$ cat src/pwr_sw_regs.vh
`ifndef PWR_SW_REGS_VH
`define PWR_SW_REGS_VH
// ----------------------------------------
// Register byte addresses
// ----------------------------------------
`define REG_CTRL       12'h000
`define REG_STATUS     12'h004
`define REG_TEMP       12'h008
`define REG_FAN        12'h00c
// ----------------------------------------
// Control fields
// ----------------------------------------
`define CTRL_WAKE      0
`define CTRL_SETTINGS  1
`define CTRL_ACPI      2
`define CTRL_SUSPEND   3
`define CTRL_SLEEP     4
`define CTRL_VARFAN    5
`define CTRL_SWOFF     6
`define CTRL_RESET     32'h0000_0000
// ----------------------------------------
// Status fields
// ----------------------------------------
`define STAT_ON        0
`define STAT_POST      1
`define STAT_SUSP      2
`define STAT_INTRUDE   3
`define STAT_FORCED    4
`define STAT_PRESS     5
// ----------------------------------------
// Timing
// ----------------------------------------
`define CLK_HZ         125000000
`define HOLD_MS        4000
`define DEBOUNCE_US    10
`define FAN_FULL       8'hff
`endif

$ cat src/soft_power_switch_controller.v
// Functional notes
// [RULE1] Press in standby powers up into self-test
// [RULE2] Press in self-test or non-ACPI powers off; in ST_SUSP a press goes to ST_RUN instead, with or without ACPI
// [RULE3] Hold over four seconds forces power off
// [RULE4] Cleared settings at mains return: wait press
// [RULE5] Valid settings, wake option on: power up
// [RULE6] Wake option off: wait, drop resume events
// [RULE7] Sleep indicator low in power-managed states
// [RULE8] Fan stopped during suspend, restored after
// [RULE9] Variable fan speed follows processor temperature; only with ACPI set as well, otherwise the fan runs at full
// [RULE10] Intrusion latched on backup power, kept
// [RULE11] Debounced switch; short press released before timeout
//
// Implementation choices: the APB interface to the registers and the register addresses.
`timescale 1ns/1ps
`default_nettype none
`include "pwr_sw_regs.vh"
module soft_power_switch_controller #(
  parameter integer HOLD_CYCLES = `CLK_HZ / 1000 * `HOLD_MS,
  parameter integer DEB_CYCLES  = `CLK_HZ / 1000000 * `DEBOUNCE_US
) (
  input  wire        pclk,
  input  wire        presetn,
  input  wire        psel,
  input  wire        penable,
  input  wire        pwrite,
  input  wire [11:0] paddr,
  input  wire [31:0] pwdata,
  output reg  [31:0] prdata,
  output reg         pready,
  output reg         pslverr,
  input  wire        standby_switch,
  input  wire        mains_ok,
  input  wire        intrusion_latched_in,
  input  wire [7:0]  cpu_temp,
  output reg         supply_on,
  output reg         post_release,
  output reg         sleep_indicator_n,
  output reg  [7:0]  fan_drive
);
  // ----------------------------------------
  // States
  // ----------------------------------------
  localparam [3:0] ST_OFF  = 4'h1;
  localparam [3:0] ST_POST = 4'h2;
  localparam [3:0] ST_RUN  = 4'h4;
  localparam [3:0] ST_SUSP = 4'h8;

  reg  [3:0]  state;
  reg  [3:0]  next_state;
  reg  [31:0] ctrl;
  reg  [31:0] hold_cnt;
  reg         sw_prev;
  reg         forced;
  reg         press_seen;
  reg         mains_prev;
  reg         intrude;
  wire        sw_clean;
  wire [7:0]  curve_speed;
  wire        hold_expired;
  wire        short_press;
  wire        mains_rise;
  wire        apb_wr;
  wire        apb_rd;

  switch_debounce #(.COUNT(DEB_CYCLES)) u_deb (
    .pclk    (pclk),
    .presetn (presetn),
    .raw     (standby_switch),
    .clean   (sw_clean)
  );

  fan_curve u_fan (
    .pclk    (pclk),
    .presetn (presetn),
    .temp    (cpu_temp),
    .speed   (curve_speed)
  );

  // ----------------------------------------
  // Switch timing
  // ----------------------------------------
  assign hold_expired = sw_clean && (hold_cnt >= HOLD_CYCLES - 1);
  // Release after a forced-off hold is not a press, or it would power back up
  assign short_press  = sw_prev && !sw_clean && !forced; // [RULE11]
  assign mains_rise   = mains_ok && !mains_prev;

  always @(posedge pclk or negedge presetn)
  begin
    if (!presetn)
    begin
      sw_prev    <= 1'b0;
      hold_cnt   <= 32'h0000_0000;
      forced     <= 1'b0;
      mains_prev <= 1'b0;
    end
    else
    begin
      sw_prev    <= sw_clean;
      mains_prev <= mains_ok;
      if (!sw_clean)
      begin
        hold_cnt <= 32'h0000_0000;
        forced   <= 1'b0;
      end
      else if (hold_expired)
        forced <= 1'b1; // [RULE3]
      else
        hold_cnt <= hold_cnt + 32'h0000_0001;
    end
  end

  // ----------------------------------------
  // Power state machine
  // ----------------------------------------
  always @*
  begin
    next_state = state;
    case (state)
      ST_OFF:
      begin
        if (mains_rise && ctrl[`CTRL_SETTINGS] && ctrl[`CTRL_WAKE])
          next_state = ST_POST; // [RULE5]
        else if (short_press && mains_ok)
          next_state = ST_POST; // [RULE1]
      end
      ST_POST:
      begin
        if (short_press)
          next_state = ST_OFF; // [RULE2]
        else if (ctrl[`CTRL_ACPI] || ctrl[`CTRL_SWOFF])
          next_state = ST_RUN;
      end
      ST_RUN:
      begin
        if (short_press && !ctrl[`CTRL_ACPI])
          next_state = ST_OFF; // [RULE2]
        else if (ctrl[`CTRL_SUSPEND])
          next_state = ST_SUSP;
        else if (ctrl[`CTRL_SWOFF])
          next_state = ST_OFF;
      end
      ST_SUSP:
      begin
        if (short_press || !ctrl[`CTRL_SUSPEND])
          next_state = ST_RUN;
      end
      default:
        next_state = ST_OFF;
    endcase
    // Hardware override: no software bit can hold the supply on
    if (hold_expired && !forced)
      next_state = ST_OFF; // [RULE3]
    // Mains loss drops everything, resume included
    if (!mains_ok)
      next_state = ST_OFF; // [RULE6]
  end

  // Cleared settings or wake off simply leave ST_OFF waiting for a press
  always @(posedge pclk or negedge presetn)
  begin
    if (!presetn)
      state <= ST_OFF; // [RULE4]
    else
      state <= next_state;
  end

  // ----------------------------------------
  // Outputs
  // ----------------------------------------
  always @(posedge pclk or negedge presetn)
  begin
    if (!presetn)
    begin
      supply_on         <= 1'b0;
      post_release      <= 1'b0;
      sleep_indicator_n <= 1'b1;
      fan_drive         <= 8'h00;
    end
    else
    begin
      supply_on    <= (next_state != ST_OFF); // [RULE1]
      post_release <= (next_state != ST_OFF); // [RULE1]
      sleep_indicator_n <= !((next_state == ST_SUSP) || (ctrl[`CTRL_SLEEP] && next_state == ST_RUN)); // [RULE7]
      if (next_state == ST_OFF || next_state == ST_SUSP)
        fan_drive <= 8'h00; // [RULE8]
      else if (ctrl[`CTRL_VARFAN] && ctrl[`CTRL_ACPI])
        fan_drive <= curve_speed; // [RULE9]
      else
        fan_drive <= `FAN_FULL;
    end
  end

  // ----------------------------------------
  // Events
  // ----------------------------------------
  assign apb_wr = psel && penable && pwrite && pready;
  assign apb_rd = psel && !penable && !pwrite;

  always @(posedge pclk or negedge presetn)
  begin
    if (!presetn)
    begin
      intrude    <= 1'b0;
      press_seen <= 1'b0;
    end
    else
    begin
      // Set beats write-one-to-clear in the same cycle
      if (intrusion_latched_in)
        intrude <= 1'b1; // [RULE10]
      else if (apb_wr && paddr == `REG_STATUS && pwdata[`STAT_INTRUDE])
        intrude <= 1'b0;
      if (short_press)
        press_seen <= 1'b1;
      else if (apb_wr && paddr == `REG_STATUS && pwdata[`STAT_PRESS])
        press_seen <= 1'b0;
    end
  end

  // ----------------------------------------
  // APB slave
  // ----------------------------------------
  always @(posedge pclk or negedge presetn)
  begin
    if (!presetn)
    begin
      ctrl    <= `CTRL_RESET;
      prdata  <= 32'h0000_0000;
      pready  <= 1'b0;
      pslverr <= 1'b0;
    end
    else
    begin
      pready  <= psel && !penable;
      pslverr <= 1'b0;
      if (psel && !penable)
      begin
        if (paddr != `REG_CTRL && paddr != `REG_STATUS && paddr != `REG_TEMP && paddr != `REG_FAN)
          pslverr <= 1'b1;
      end
      if (apb_wr && paddr == `REG_CTRL)
        ctrl <= {25'h0000000, pwdata[6:0]};
      // Boot-done is used up in self-test, or it would power off at once
      else if (ctrl[`CTRL_SWOFF] && (state == ST_OFF || state == ST_POST))
        ctrl[`CTRL_SWOFF] <= 1'b0;
      if (!mains_ok)
        ctrl[`CTRL_SUSPEND] <= 1'b0; // [RULE6]
      if (apb_rd)
      begin
        if (paddr == `REG_CTRL)
          prdata <= ctrl;
        else if (paddr == `REG_STATUS)
          prdata <= {26'h0000000, press_seen, forced, intrude, state == ST_SUSP, state == ST_POST, state != ST_OFF};
        else if (paddr == `REG_TEMP)
          prdata <= {24'h000000, cpu_temp};
        else if (paddr == `REG_FAN)
          prdata <= {24'h000000, fan_drive};
        else
          prdata <= 32'h0000_0000;
      end
    end
  end
endmodule
`default_nettype wire

$ cat src/switch_debounce.v
`timescale 1ns/1ps
`default_nettype none
module switch_debounce #(
  parameter integer COUNT = 1250
) (
  input  wire pclk,
  input  wire presetn,
  input  wire raw,
  output reg  clean
);
  reg [31:0] cnt;
  // ----------------------------------------
  // Stable-for-COUNT filter
  // ----------------------------------------
  always @(posedge pclk or negedge presetn)
  begin
    if (!presetn)
    begin
      cnt   <= 32'h0000_0000;
      clean <= 1'b0;
    end
    else if (raw == clean)
      cnt <= 32'h0000_0000;
    else if (cnt >= COUNT - 1)
    begin
      cnt   <= 32'h0000_0000;
      clean <= raw; // [RULE11]
    end
    else
      cnt <= cnt + 32'h0000_0001;
  end
endmodule
`default_nettype wire

$ cat src/fan_curve.v
`timescale 1ns/1ps
`default_nettype none
module fan_curve #(
  parameter [7:0] TEMP_LOW = 8'h28
) (
  input  wire       pclk,
  input  wire       presetn,
  input  wire [7:0] temp,
  output reg  [7:0] speed
);
  // Speed rises linearly above the quiet threshold, clipped at full
  // Two spare bits, so the shift cannot wrap before the clip
  wire [9:0] scaled;
  assign scaled = (temp > TEMP_LOW) ? {2'b00, temp - TEMP_LOW} << 2 : 10'h000;
  always @(posedge pclk or negedge presetn)
  begin
    if (!presetn)
      speed <= 8'h00;
    else
      speed <= (scaled[9:8] != 2'b00) ? 8'hff : scaled[7:0]; // [RULE9]
  end
endmodule
`default_nettype wire

$ cat config.mk
export PLATFORM = sky130hd
export DESIGN_NAME = soft_power_switch_controller
export DESIGN_NICKNAME = d
export VERILOG_FILES = /design/src/soft_power_switch_controller.v /design/src/switch_debounce.v /design/src/fan_curve.v
export VERILOG_INCLUDE_DIRS = /design/src
export SDC_FILE = /design/constraint.sdc
export NUM_CORES = 1
export LEC_CHECK = 0
export ABC_CLOCK_PERIOD_IN_PS = 3000
export BUFFER_PORTS_ARGS = -buffer_cell sky130_fd_sc_hd__buf_4
export CORE_MARGIN = 8
export CORE_UTILIZATION = 55
export CTS_CLUSTER_DIAMETER = 200
export DETAILED_ROUTE_END_ITERATION = 10
export HOLD_SLACK_MARGIN = 0.12
export PLACE_DENSITY_LB_ADDON = 0.2
export SYNTH_ARGS = -nofsm -noshare
export SYNTH_HDL_FRONTEND = slang
export SYNTH_SLANG_ARGS = --single-unit
$ cat constraint.sdc
create_clock -name pclk -period 3 [get_ports pclk]
set_clock_uncertainty 0.1 [all_clocks]
set_input_delay 0.6 -clock pclk [delete_from_list [all_inputs] [get_ports pclk]]
set_output_delay 0.6 -clock pclk [all_outputs]
set_load 0.005 [all_outputs]
* Word level (Yosys, flattened, before mapping)
Cells that the tools add are included.
** Word-level totals
- Output and inout port bits :: 45
- Word-level logic and storage cells :: 124
- Bits of input ports :: 60
- Bits in registers :: 133
** Cells by class
- Multiplexer cells :: 35
- Equal/unequal tests :: 19
- Magnitude comparators :: 3
- Add/sub/neg operators :: 3
- Bitwise gates (word level) :: 1
- Reduce and logical (&&, ||, !) cells :: 44
** Operators with widths (count)
- 32-bit 2-to-1 mux :: 4
- 32-bit by 1-bit adder with 32-bit output (second input constant) :: 2
- 8-bit 2-to-1 mux :: 7
- 4-bit 2-to-1 mux :: 11
- 32-bit by 11-bit greater-or-equal comparator with 1-bit output (second input constant) :: 1
- 32-bit by 29-bit greater-or-equal comparator with 1-bit output (second input constant) :: 1
- 12-bit by 4-bit == test with 1-bit output (second input constant) :: 2
- 1-bit logical AND :: 24
- 12-bit by 4-bit inequality test with 1-bit output (second input constant) :: 2
- 4-bit one-hot mux with 4 select lines :: 1
- 12-bit by 3-bit == test with 1-bit output (second input constant) :: 1
- 12-bit logical NOT :: 1
- 12-bit by 3-bit inequality test with 1-bit output (second input constant) :: 1
- 12-bit nonzero test :: 1
- 1-bit 2-to-1 mux :: 11
- 10-bit 2-to-1 mux :: 1
- 4-bit by 1-bit == test with 1-bit output (second input constant) :: 2
- 4-bit by 3-bit == test with 1-bit output (second input constant) :: 2
- 4-bit == test (second input constant) :: 2
- 8-bit by 6-bit > comparator with 1-bit output (second input constant) :: 1
- 1-bit logical NOT :: 8
- 4-bit by 1-bit inequality test with 1-bit output (second input constant) :: 2
- 2-bit nonzero test :: 4
- 8-bit by 6-bit subtractor with 8-bit output (second input constant) :: 1
- 7 further kinds :: 12

* Longest topological paths before layout
Gate-level depths: netlist (run 1).
- Depth in word-level cells :: 13
- Gate-level depth with buffers :: 9
- Depth with buffers taken out :: 7

* Modules after synthesis
From an unflattened synthesis (run 1), not the netlist that was laid out.
** Second synthesis, totals
- Cells, all modules :: 513
- Area, all modules :: 5282.6 sq um
** Modules (own cells, without submodules)
- soft_power_switch_controller :: cells an instance 392, times used 1, area an instance 3767.4 sq um, sequential area each 1704.1 sq um
- switch_debounce :: cells an instance 91, times used 1, area an instance 1184.9 sq um, sequential area each 825.8 sq um
- fan_curve :: cells an instance 30, times used 1, area an instance 330.3 sq um, sequential area each 175.2 sq um

* Least setup slack after synthesis (run 1)
Ideal clock, no wire load.
- Path kind :: input to register
- Start :: in paddr[9]
- End :: reg ctrl[1]
- Cell stages on the path :: 4
- Slack :: 0.622 ns
- Arrival time :: 2.153 ns
- Library setup time :: 0.125 ns
- Buffers on the path :: 0
- Required time :: 2.775 ns
- Cells stage by stage :: nor4_1 nand3_2 nor4_4 mux2_2
** Between the ends
- Word-level cells in the longest chain between the ends :: 2
** Ends and longest elaborated chain
- start: declaration :: RTL line soft_power_switch_controller.v:27 : input wire [11:0] paddr,
- 12-bit logical NOT (no line)
- 1-bit logical AND (no line)
- end signal: assignment :: RTL line soft_power_switch_controller.v:228 : ctrl <= `CTRL_RESET;
- end signal: assignment :: RTL line soft_power_switch_controller.v:243 : ctrl <= {25'h0000000, pwdata[6:0]};
- end: declaration :: RTL line soft_power_switch_controller.v:51 : reg [31:0] ctrl;
Every way passes these cells.
A chain may end at the register's enable or synchronous reset.

* Final worst setup path (run 1)
- Start :: reg hold_cnt[0]
- End :: reg hold_cnt[23]
** Between the ends
- Word-level cells in the longest chain between the ends :: 3
- Elaborated cells on any way between the ends :: 6
- Classes of those cells :: add/sub: 1; order compare: 1; eq/ne: 1; mux: 2; reduce/logical: 1
** Ends and longest elaborated chain
- start: declaration :: RTL line soft_power_switch_controller.v:52 : reg [31:0] hold_cnt;
- start signal: assignment :: RTL line soft_power_switch_controller.v:109 : hold_cnt <= hold_cnt + 32'h0000_0001;
- 32-bit by 1-bit adder with 32-bit output or 32-bit by 29-bit greater-or-equal comparator with 1-bit output (tied branches) :: RTL line soft_power_switch_controller.v:109, soft_power_switch_controller.v:83
- 32-bit 2-to-1 mux or 1-bit logical AND (tied branches) :: RTL line soft_power_switch_controller.v:106, soft_power_switch_controller.v:83
- 32-bit 2-to-1 mux or 2-bit inequality test (tied branches)
Several ways; a longest one is shown, not always the timed one. The select of a mux whose other input is x is not followed.

==> flow_summary.json, run 1 <==
{
  "endpoint": "hold_cnt[23]",
  "crit_family": "simple AND/OR/NAND/NOR gates",
  "port_buffers": 55,
  "vias": 4005,
  "drt_iter0_drc": 217,
  "status": "finished clean",
  "die_x_um": 114,
  "final.setup.tns_ps": 0,
  "design_area_sq_um": 6030,
  "cp_max_fo": 14,
  "ys_ff_latch": 107,
  "area_growth_pct": 13.7,
  "cts_setup_buffers": 0,
  "clkLatencyLatePin_ps": 380,
  "cellLeakagePower_nw": 2.59,
  "min_period_ps": 2480,
  "vdd_drop_max_uv": 322,
  "drv_cap": 0,
  "wl_per_cell_um": 15.1,
  "num-nets-final": 650,
  "num_antenna_cells": 0,
  "p_seq_frac": 0.567,
  "worst-r2r-setup-slack_ps": 520,
  "cts_resized": 0,
  "die_h_um": 114,
  "wirelength_um": 10900,
  "overflow": 0,
  "ys_async_sr_fraction": 1.00,
  "drive_gt1_frac": 0.176,
  "crit_cells": 7,
  "hold_buffers": 0,
  "antenna_left": 0,
  "synth_warnings": 0,
  "routabilityCongestion": 0.831,
  "pwr-share-comb": 0.070,
  "detail_route.vias_per_cell": 5.54,
  "p_int_mw": 1.92,
  "netSwitchingPower_mw": 0.723,
  "synth_area_sq_um": 5300,
  "final_util": 0.631,
  "post-route-period-util": 0.828,
  "die-area_sq_um": 13000,
  "pwr-share-clk": 0.363,
  "start_util": 0.555,
  "powerDensity_nw_per_um2": 438,
  "reg2reg_depth": 7,
  "rr_endpoint": "hold_cnt[23]",
  "hpwl_um": 8020,
  "yosysSeqAreaShare": 0.505,
  "finalNonFillerCells": 723,
  "finalHoldViolCount": 0,
  "grt_usage": 0.173,
  "avgSynthCellArea_sq_um": 10.3,
  "clk_pin_slew_ps": 120,
  "worstReg2RegStart": "hold_cnt[0]",
  "grt_setup_unrepaired": "false",
  "worstSetupPathType": "reg -> reg",
  "relSlewSlack": 0.477,
  "synthDistinctLibCells": 59,
  "synth_edf_count": 0,
  "cts_sinks": 107,
  "fp.coreArea_sq_um": 9550,
  "finalSetupViolCount": 0,
  "worst_path_max_delay_cell": "or4_1",
  "cts_tree": "built",
  "first_pass_iters": 4,
  "ctsLongestPathBuffers": 2,
  "clock.fmax_mhz": 403,
  "cp-startpoint": "hold_cnt[0]",
  "path_buf_inv": 1,
  "hp-class": "in -> async",
  "drv_slew": 0,
  "synthCells": 517,
  "row_count": 36,
  "cts-root-buf": "clkbuf_8",
  "grt_max_degree": 50,
  "cts_buffers": 9,
  "slowest_delay_ps": 500,
  "finalPower_mw": 2.64,
  "grt_pass1_wl_um": 18100,
  "crit_path_end_kind": "flip-flop",
  "netSwitchingFraction": 0.274,
  "arrival_ps": 2700,
  "ys.flop_type": "dfrtp_1",
  "required_ps": 3210,
  "worstPathCellList": "ha_1, nand4_1, o211ai_1, and3_1, buf_4, or4_1, a21oi_1",
  "place_area_sq_um": 5810,
  "grt_pass1_vias": 3827,
  "io_pins": 105,
  "drc_errors": 0,
  "antenna_found_initial": 0,
  "ctsHtreeMaxLevel": 3,
  "dpl.cell_count": 707,
  "worstMarginPinSlew_ps": 783,
  "cp-start-kind": "flip-flop"
}
-- final cells by class --
class,count,area (sq um)
Fill cell,799,3520
Sequential cell,107,2680
Multi-Input combinational cell,390,2420
Timing Repair Buffer,65,500
Tap cell,133,166
Clock buffer,9,124
Clock inverter,7,96.3
Inverter,12,45.0
-- flip-flops by register name (all words and copies together), names as in the netlist, 4 cells and up --
signal / cells
hold_cnt: 32
u_deb.cnt: 32
prdata: 8
ctrl: 7
fan_drive: 7
u_fan.speed: 7
state: 4
-- routing by layer --
layer | vias to the layer above | wire [um] | GRT usage
li1 | 1964 | - | -
met5 | - | 0 | 0
met1 | 1950 | 4810 | 0.223
met3 | 9 | 589 | 0.0417
met2 | 82 | 5400 | 0.284
met4 | 0 | 121 | 0.0435
-- worst register-to-register path, delay by kind of cell, from the launching register on --
kind	cells	cell delay [ps]
compound gates	2	320
fa+ha+maj	1	250
buf+inv	1	250
flops	1	440
simple gates	3	1060
-- synth_stat cells (7+ instances only) --
cell        n  area, sq um
nand3_1    25          125
a21oi_1    27          135
or4_1      15          113
o31ai_1    19          143
nand4_1    17          106
dfrtp_1   105         2630
xor2_1      9         78.8
nor4_1     13         81.3
nand2_1    29          109
nand2b_1   10         62.6
clkbuf_1   17         63.8
nor3_1     19         95.1
nor2_1     48          180
buf_4      27          203
o21ai_0    14         70.1
xnor2_1     7         61.3
inv_1      12         45.0
-- kinds of logic (layout without fill, tap and decap cells) --
group / count (synthesis) / count (layout) / synth area share
compound gates: 94 / 94 / 0.119
xor+xnor: 16 / 16 / 0.0264
fa+ha+maj: 5 / 5 / 0.0118
buf+inv: 64 / 93 / 0.0698
flops: 107 / 107 / 0.505
mux: 17 / 17 / 0.0453
other cells: 1 / 45 / 0.000707
simple gates: 213 / 213 / 0.221
-- how the worst min path moves through the flow --
stage | start | to | slack, ps | cells past startpoint
after floorplan | presetn | ctrl[0] | 200 | 0
after global placement | intrude | intrude | 350 | 1
after detailed placement | intrude | intrude | 370 | 1
after CTS | presetn | u_deb.cnt[30] | 120 | 1
after global routing | presetn | u_deb.cnt[12] | 150 | 1
final | presetn | u_deb.cnt[22] | 110 | 1
-- layout by cell type (no fill, tap or decap), drive strengths merged, types with 15 or more instances in the layout --
| master | netlist | final |
|---|---|---|
| nor2 | 48 | 48 |
| o31ai | 19 | 19 |
| nand2 | 29 | 29 |
| nand3 | 26 | 26 |
| dfrtp | 105 | 105 |
| buf | 35 | 65 |
| conb | 1 | 45 |
| nor3 | 19 | 19 |
| a21oi | 27 | 27 |
| nor4 | 17 | 17 |
| nand4 | 17 | 17 |
| inv | 12 | 19 |
| or4 | 15 | 15 |
| o21ai | 15 | 15 |
-- power groups by stage --
stage	Combinational (mW)	Sequential, mW	Clock, mW
floorplan	0.111	1.52	0
finish	0.184	1.50	0.959
global route	0.207	1.50	1.04
global placement	0.181	1.52	0
detailed placement	0.185	1.53	0
CTS	0.186	1.50	0.981
-- through the flow --
stage / hold slack, ps / setup WS (ps)
2_1_floorplan: 204 / 622
3_3_place_gp: 354 / 406
3_5_place_dp: 372 / 375
4_1_cts: 124 / 511
5_1_grt: 150 / 245
6_report: 113 / 516
Power figures use the tool's default switching activity.
==> run 2, diff against run 1 <==
- ABC_CLOCK_PERIOD_IN_PS: 3000 -> 2300
- clock period: 3 -> 2.3 ns (I/O delays scaled with it)
==> run 2 against run 1 <==
Against the previous run:
- design area up 4.2%
- via count up 4.6%
- global-route usage up 1.2 points
- count of clock-buffer cells in the layout unchanged
- sequential share of layout area down 1.8 points
- core utilization up 2.6 points
- die area unchanged
- clock power up 29%
- wire length up 5.7%
- critical path depth down 1
- sequential power up 30%
- final cell count up 3.5%
- largest cell class unchanged
- largest power group unchanged
==> flow_summary.json, run 2 (synthesized netlist as in run 1, its figures left out) <==
{
  "multi_input_area_sq_um": 2450,
  "drive_gt1_frac": 0.216,
  "place_area_sq_um": 6000,
  "cellLeakagePower_nw": 2.72,
  "overflow": 0,
  "status": "finished clean",
  "grt_usage": 0.185,
  "grt_pass1_wl_um": 19300,
  "detail_route.vias_per_cell": 5.60,
  "hpwl_um": 8380,
  "port_buffers": 55,
  "finalHoldViolCount": 0,
  "worst-r2r-setup-slack_ps": 90,
  "finalPower_mw": 3.45,
  "ctsLongestPathBuffers": 2,
  "start_util": 0.555,
  "wl_per_cell_um": 15.4,
  "final_cell_mix": "dfrtp_1, buf_4, nor2_1",
  "drc_errors": 0,
  "ctsHtreeMaxLevel": 3,
  "wirelength_um": 11500,
  "antenna_left": 0,
  "fp.coreArea_sq_um": 9550,
  "row_count": 36,
  "crit_path_end_kind": "flip-flop",
  "die_x_um": 114,
  "cts_sinks": 107,
  "setup_ws_ps": 92.6,
  "antenna_found_initial": 0,
  "drt_iter0_drc": 214,
  "finalNonFillerCells": 748,
  "post-route-period-util": 0.960,
  "area_growth_pct": 18.5,
  "drv_cap": 0,
  "cp-start-kind": "flip-flop",
  "regArea_sq_um": 2680,
  "dpl.cell_count": 729,
  "powerDensity_nw_per_um2": 549,
  "cts-root-buf": "clkbuf_8",
  "routabilityCongestion": 0.856,
  "top_regs": "hold_cnt x32, u_deb.cnt x32, prdata x8",
  "design_area_sq_um": 6280,
  "nFillCells": 780,
  "clk_pin_slew_ps": 120,
  "first_pass_iters": 4,
  "final_common_cell": "dfrtp_1",
  "cp_max_fo": 39,
  "final_util": 0.658,
  "num-nets-final": 675,
  "clock.fmax_mhz": 453,
  "die_h_um": 114,
  "io_pins": 105,
  "arrival_ps": 2410,
  "worstSetupPathType": "reg -> reg",
  "num_antenna_cells": 0,
  "cts_buffers": 9,
  "final.setup.tns_ps": 0,
  "grt_pass1_vias": 4138,
  "drv_slew": 0,
  "vdd_drop_max_uv": 460,
  "required_ps": 2500,
  "min_period_ps": 2210,
  "worstMarginPinSlew_ps": 571,
  "place_ws_ps": 71.2,
  "final.hold.worst_slack_ps": 150,
  "relSlewSlack": 0.616,
  "grt_max_degree": 40,
  "finalSetupViolCount": 0,
  "clkLatencyLatePin_ps": 380,
  "die-area_sq_um": 13000,
  "cts_tree": "built",
  "hp-class": "in -> reg",
  "vias": 4188
}
==> run 2: worst max-delay path: stages, from the launching register on <==
cell	delay [ps]
dfrtp_1	410
a311o_1	390
a41oi_2	190
o21ai_2	130
buf_12	200
or4_1	510
a21oi_1	160
==> run 2: worst paths after layout <==
kind,startpoint,to,depth (start not counted)
max,hold_cnt[17],hold_cnt[9],6
min,mains_ok,mains_prev,1
max reg2reg,hold_cnt[17],hold_cnt[9],6
min reg2reg,prdata[0],prdata[0],2
max in group asynchronous,presetn,ctrl[4],3
min in group asynchronous,presetn,u_deb.cnt[30],2
==> run 2: area by class of cell <==
class,count,area share
clock buffers,9,0.0197
clock inverters,7,0.0161
inverters,12,0.00717
multi-input cells,390,0.390
flip-flops and latches,107,0.427
well taps,133,0.0265
repair buffers,90,0.114
==> run 2: routing by layer <==
layer,track usage,vias to the layer above,share of wire
met5,0,-,0
met4,0.0736,0,0.016
met3,0.0311,17,0.049
met2,0.325,88,0.51
met1,0.219,2075,0.42
li1,-,2008,-
==> run 2: repair_timing <==
item                                   CTS  global route
endpoints found under the hold margin   21             0
setup buffers                            0             2
gates resized for setup                  0             6
hold buffers                             1             0
setup endpoints to repair                0            23
==> run 2: power breakdown <==
group,internal (mW),switching (mW),total [mW]
clock,0.467,0.775,1.24
sequential,1.93,0.0242,1.95
combinational,0.113,0.145,0.257
total,2.51,0.944,3.45
==> run 3, diff against run 2 <==
- CELL_PAD_IN_SITES_DETAIL_PLACEMENT: default -> 1
- CELL_PAD_IN_SITES_GLOBAL_PLACEMENT: default -> 1
- CORE_UTILIZATION: 55 -> 43
==> run 3 against run 2 <==
Against the previous run:
- fmax shrank 0.76%
- critical path type unchanged
- count of clock-buffer cells in the layout did not move
- critical path depth did not move
- first-iteration DRC count up 11%
- worst hold slack better by 17 ps
- non-clock buffer count grew 1
- wire length up 17%
==> flow_summary.json, run 3 (synthesized netlist as in run 1, its figures left out) <==
{
  "grt_setup_unrepaired": "true",
  "cts-root-buf": "clkbuf_16",
  "hpwl_um": 9780,
  "drv_slew": 0,
  "drv_cap": 0,
  "cp_max_fo": 39,
  "first_pass_iters": 5,
  "arrival_ps": 2420,
  "min_path_cells": 1,
  "cts_tree": "built",
  "io_pins": 105,
  "grt_max_degree": 42,
  "design_area_sq_um": 6430,
  "min_period_ps": 2220,
  "num-nets-final": 676,
  "start_util": 0.441,
  "final_common_cell": "dfrtp_1",
  "final_cell_mix": "dfrtp_1, buf_4, nor2_1",
  "wl_per_cell_um": 17.7,
  "antenna_left": 0,
  "drive_gt1_frac": 0.219,
  "final_util": 0.535,
  "worstSetupPathType": "reg -> reg",
  "grt_pass1_vias": 4511,
  "finalSetupViolCount": 0,
  "ctsLongestPathBuffers": 2,
  "row_count": 40,
  "post-route-period-util": 0.967,
  "grt_pass1_wl_um": 22400,
  "clkLatencyLatePin_ps": 370,
  "place_ws_ps": 14.7,
  "die_h_um": 127,
  "die-area_sq_um": 16100,
  "worstPathCellList": "a311o_1, a41oi_2, o21ai_2, buf_12, or4_1, a21oi_1",
  "finalNonFillerCells": 763,
  "die_x_um": 127,
  "cp-start-kind": "flip-flop",
  "top_regs": "hold_cnt x32, u_deb.cnt x32, prdata x8",
  "vias": 4244,
  "port_buffers": 55,
  "ctsHtreeMaxLevel": 3,
  "area_growth_pct": 21.3,
  "detail_route.vias_per_cell": 5.56,
  "powerDensity_nw_per_um2": 596,
  "overflow": 0,
  "routabilityCongestion": 0.843,
  "cts_sinks": 107,
  "grt_usage": 0.172,
  "finalHoldViolCount": 0,
  "clock.fmax_mhz": 450,
  "worst_path_max_delay_cell": "or4_1",
  "antenna_found_initial": 0,
  "status": "finished clean",
  "required_ps": 2490,
  "dpl.cell_count": 744,
  "setup_ws_ps": 75.8,
  "worstMarginPinSlew_ps": 596,
  "cellLeakagePower_nw": 2.79,
  "reg2reg_depth": 6,
  "wirelength_um": 13500,
  "hp-class": "in -> reg",
  "drc_errors": 0,
  "slowest_delay_ps": 510,
  "relSlewSlack": 0.599,
  "place_area_sq_um": 6050,
  "drt_iter0_drc": 237,
  "crit_path_end_kind": "flip-flop",
  "num_antenna_cells": 0,
  "fp.coreArea_sq_um": 12000,
  "vdd_drop_max_uv": 520,
  "clk_pin_slew_ps": 90,
  "cts_buffers": 9
}
[run 3: path summary, 6_finish.rpt]
| kind | from | slack [ps] | end |
|---|---|---|---|
| max | hold_cnt[21] | 80 | hold_cnt[5] |
| min | mains_ok | 170 | mains_prev |
| max reg2reg | hold_cnt[21] | 80 | hold_cnt[5] |
| min reg2reg | prdata[4] | 380 | prdata[4] |
| max in group asynchronous | presetn | 930 | sleep_indicator_n |
| min in group asynchronous | presetn | 500 | u_deb.cnt[12] |
[run 3: final cells by class]
| class | count | area [sq um] |
|---|---|---|
| Fill cell | 1362 | 5580 |
| Sequential cell | 107 | 2680 |
| Multi-Input combinational cell | 390 | 2450 |
| Timing Repair Buffer | 91 | 748 |
| Clock buffer | 9 | 225 |
| Tap cell | 147 | 184 |
| Clock inverter | 7 | 98.8 |
| Inverter | 12 | 45.0 |
[run 3: timing repair]
action,CTS,global route
endpoints found under the hold margin,35,0
hold buffers,1,0
endpoints found under the setup margin,1,18
buffers inserted,0,2
resized for setup,1,6
pin swaps,0,4
[run 3: routing by layer]
metal / up-vias / global-route usage / wire, um
met5: - / 0 / 0
met4: 0 / 0.0420 / 147
met3: 16 / 0.0512 / 737
met2: 94 / 0.308 / 6970
met1: 2140 / 0.198 / 5620
li1: 1994 / - / -
[run 3: where the power goes]
group	internal, mW	switching [mW]
clock	0.793	0.822
combinational	0.113	0.155
sequential	1.93	0.0224
total	2.83	1.00
[run 3: worst max-delay path: cells and delay by family, from the launching register on]
| kind | cells | cell delay, ps |
|---|---|---|
| compound gates | 4 | 880 |
| buf+inv | 1 | 200 |
| flops | 1 | 430 |
| simple gates | 1 | 510 |
[run 3: metrics by stage]
step | power (mW) | hold slack, ps | TNS [ps]
floorplan | 2.12 | 64.4 | 0
global placement | 2.24 | 352 | 0
detailed placement | 2.25 | 360 | 0
CTS | 3.87 | 159 | 0
global route | 3.98 | 159 | -17.6
finish | 3.83 | 167 | 0
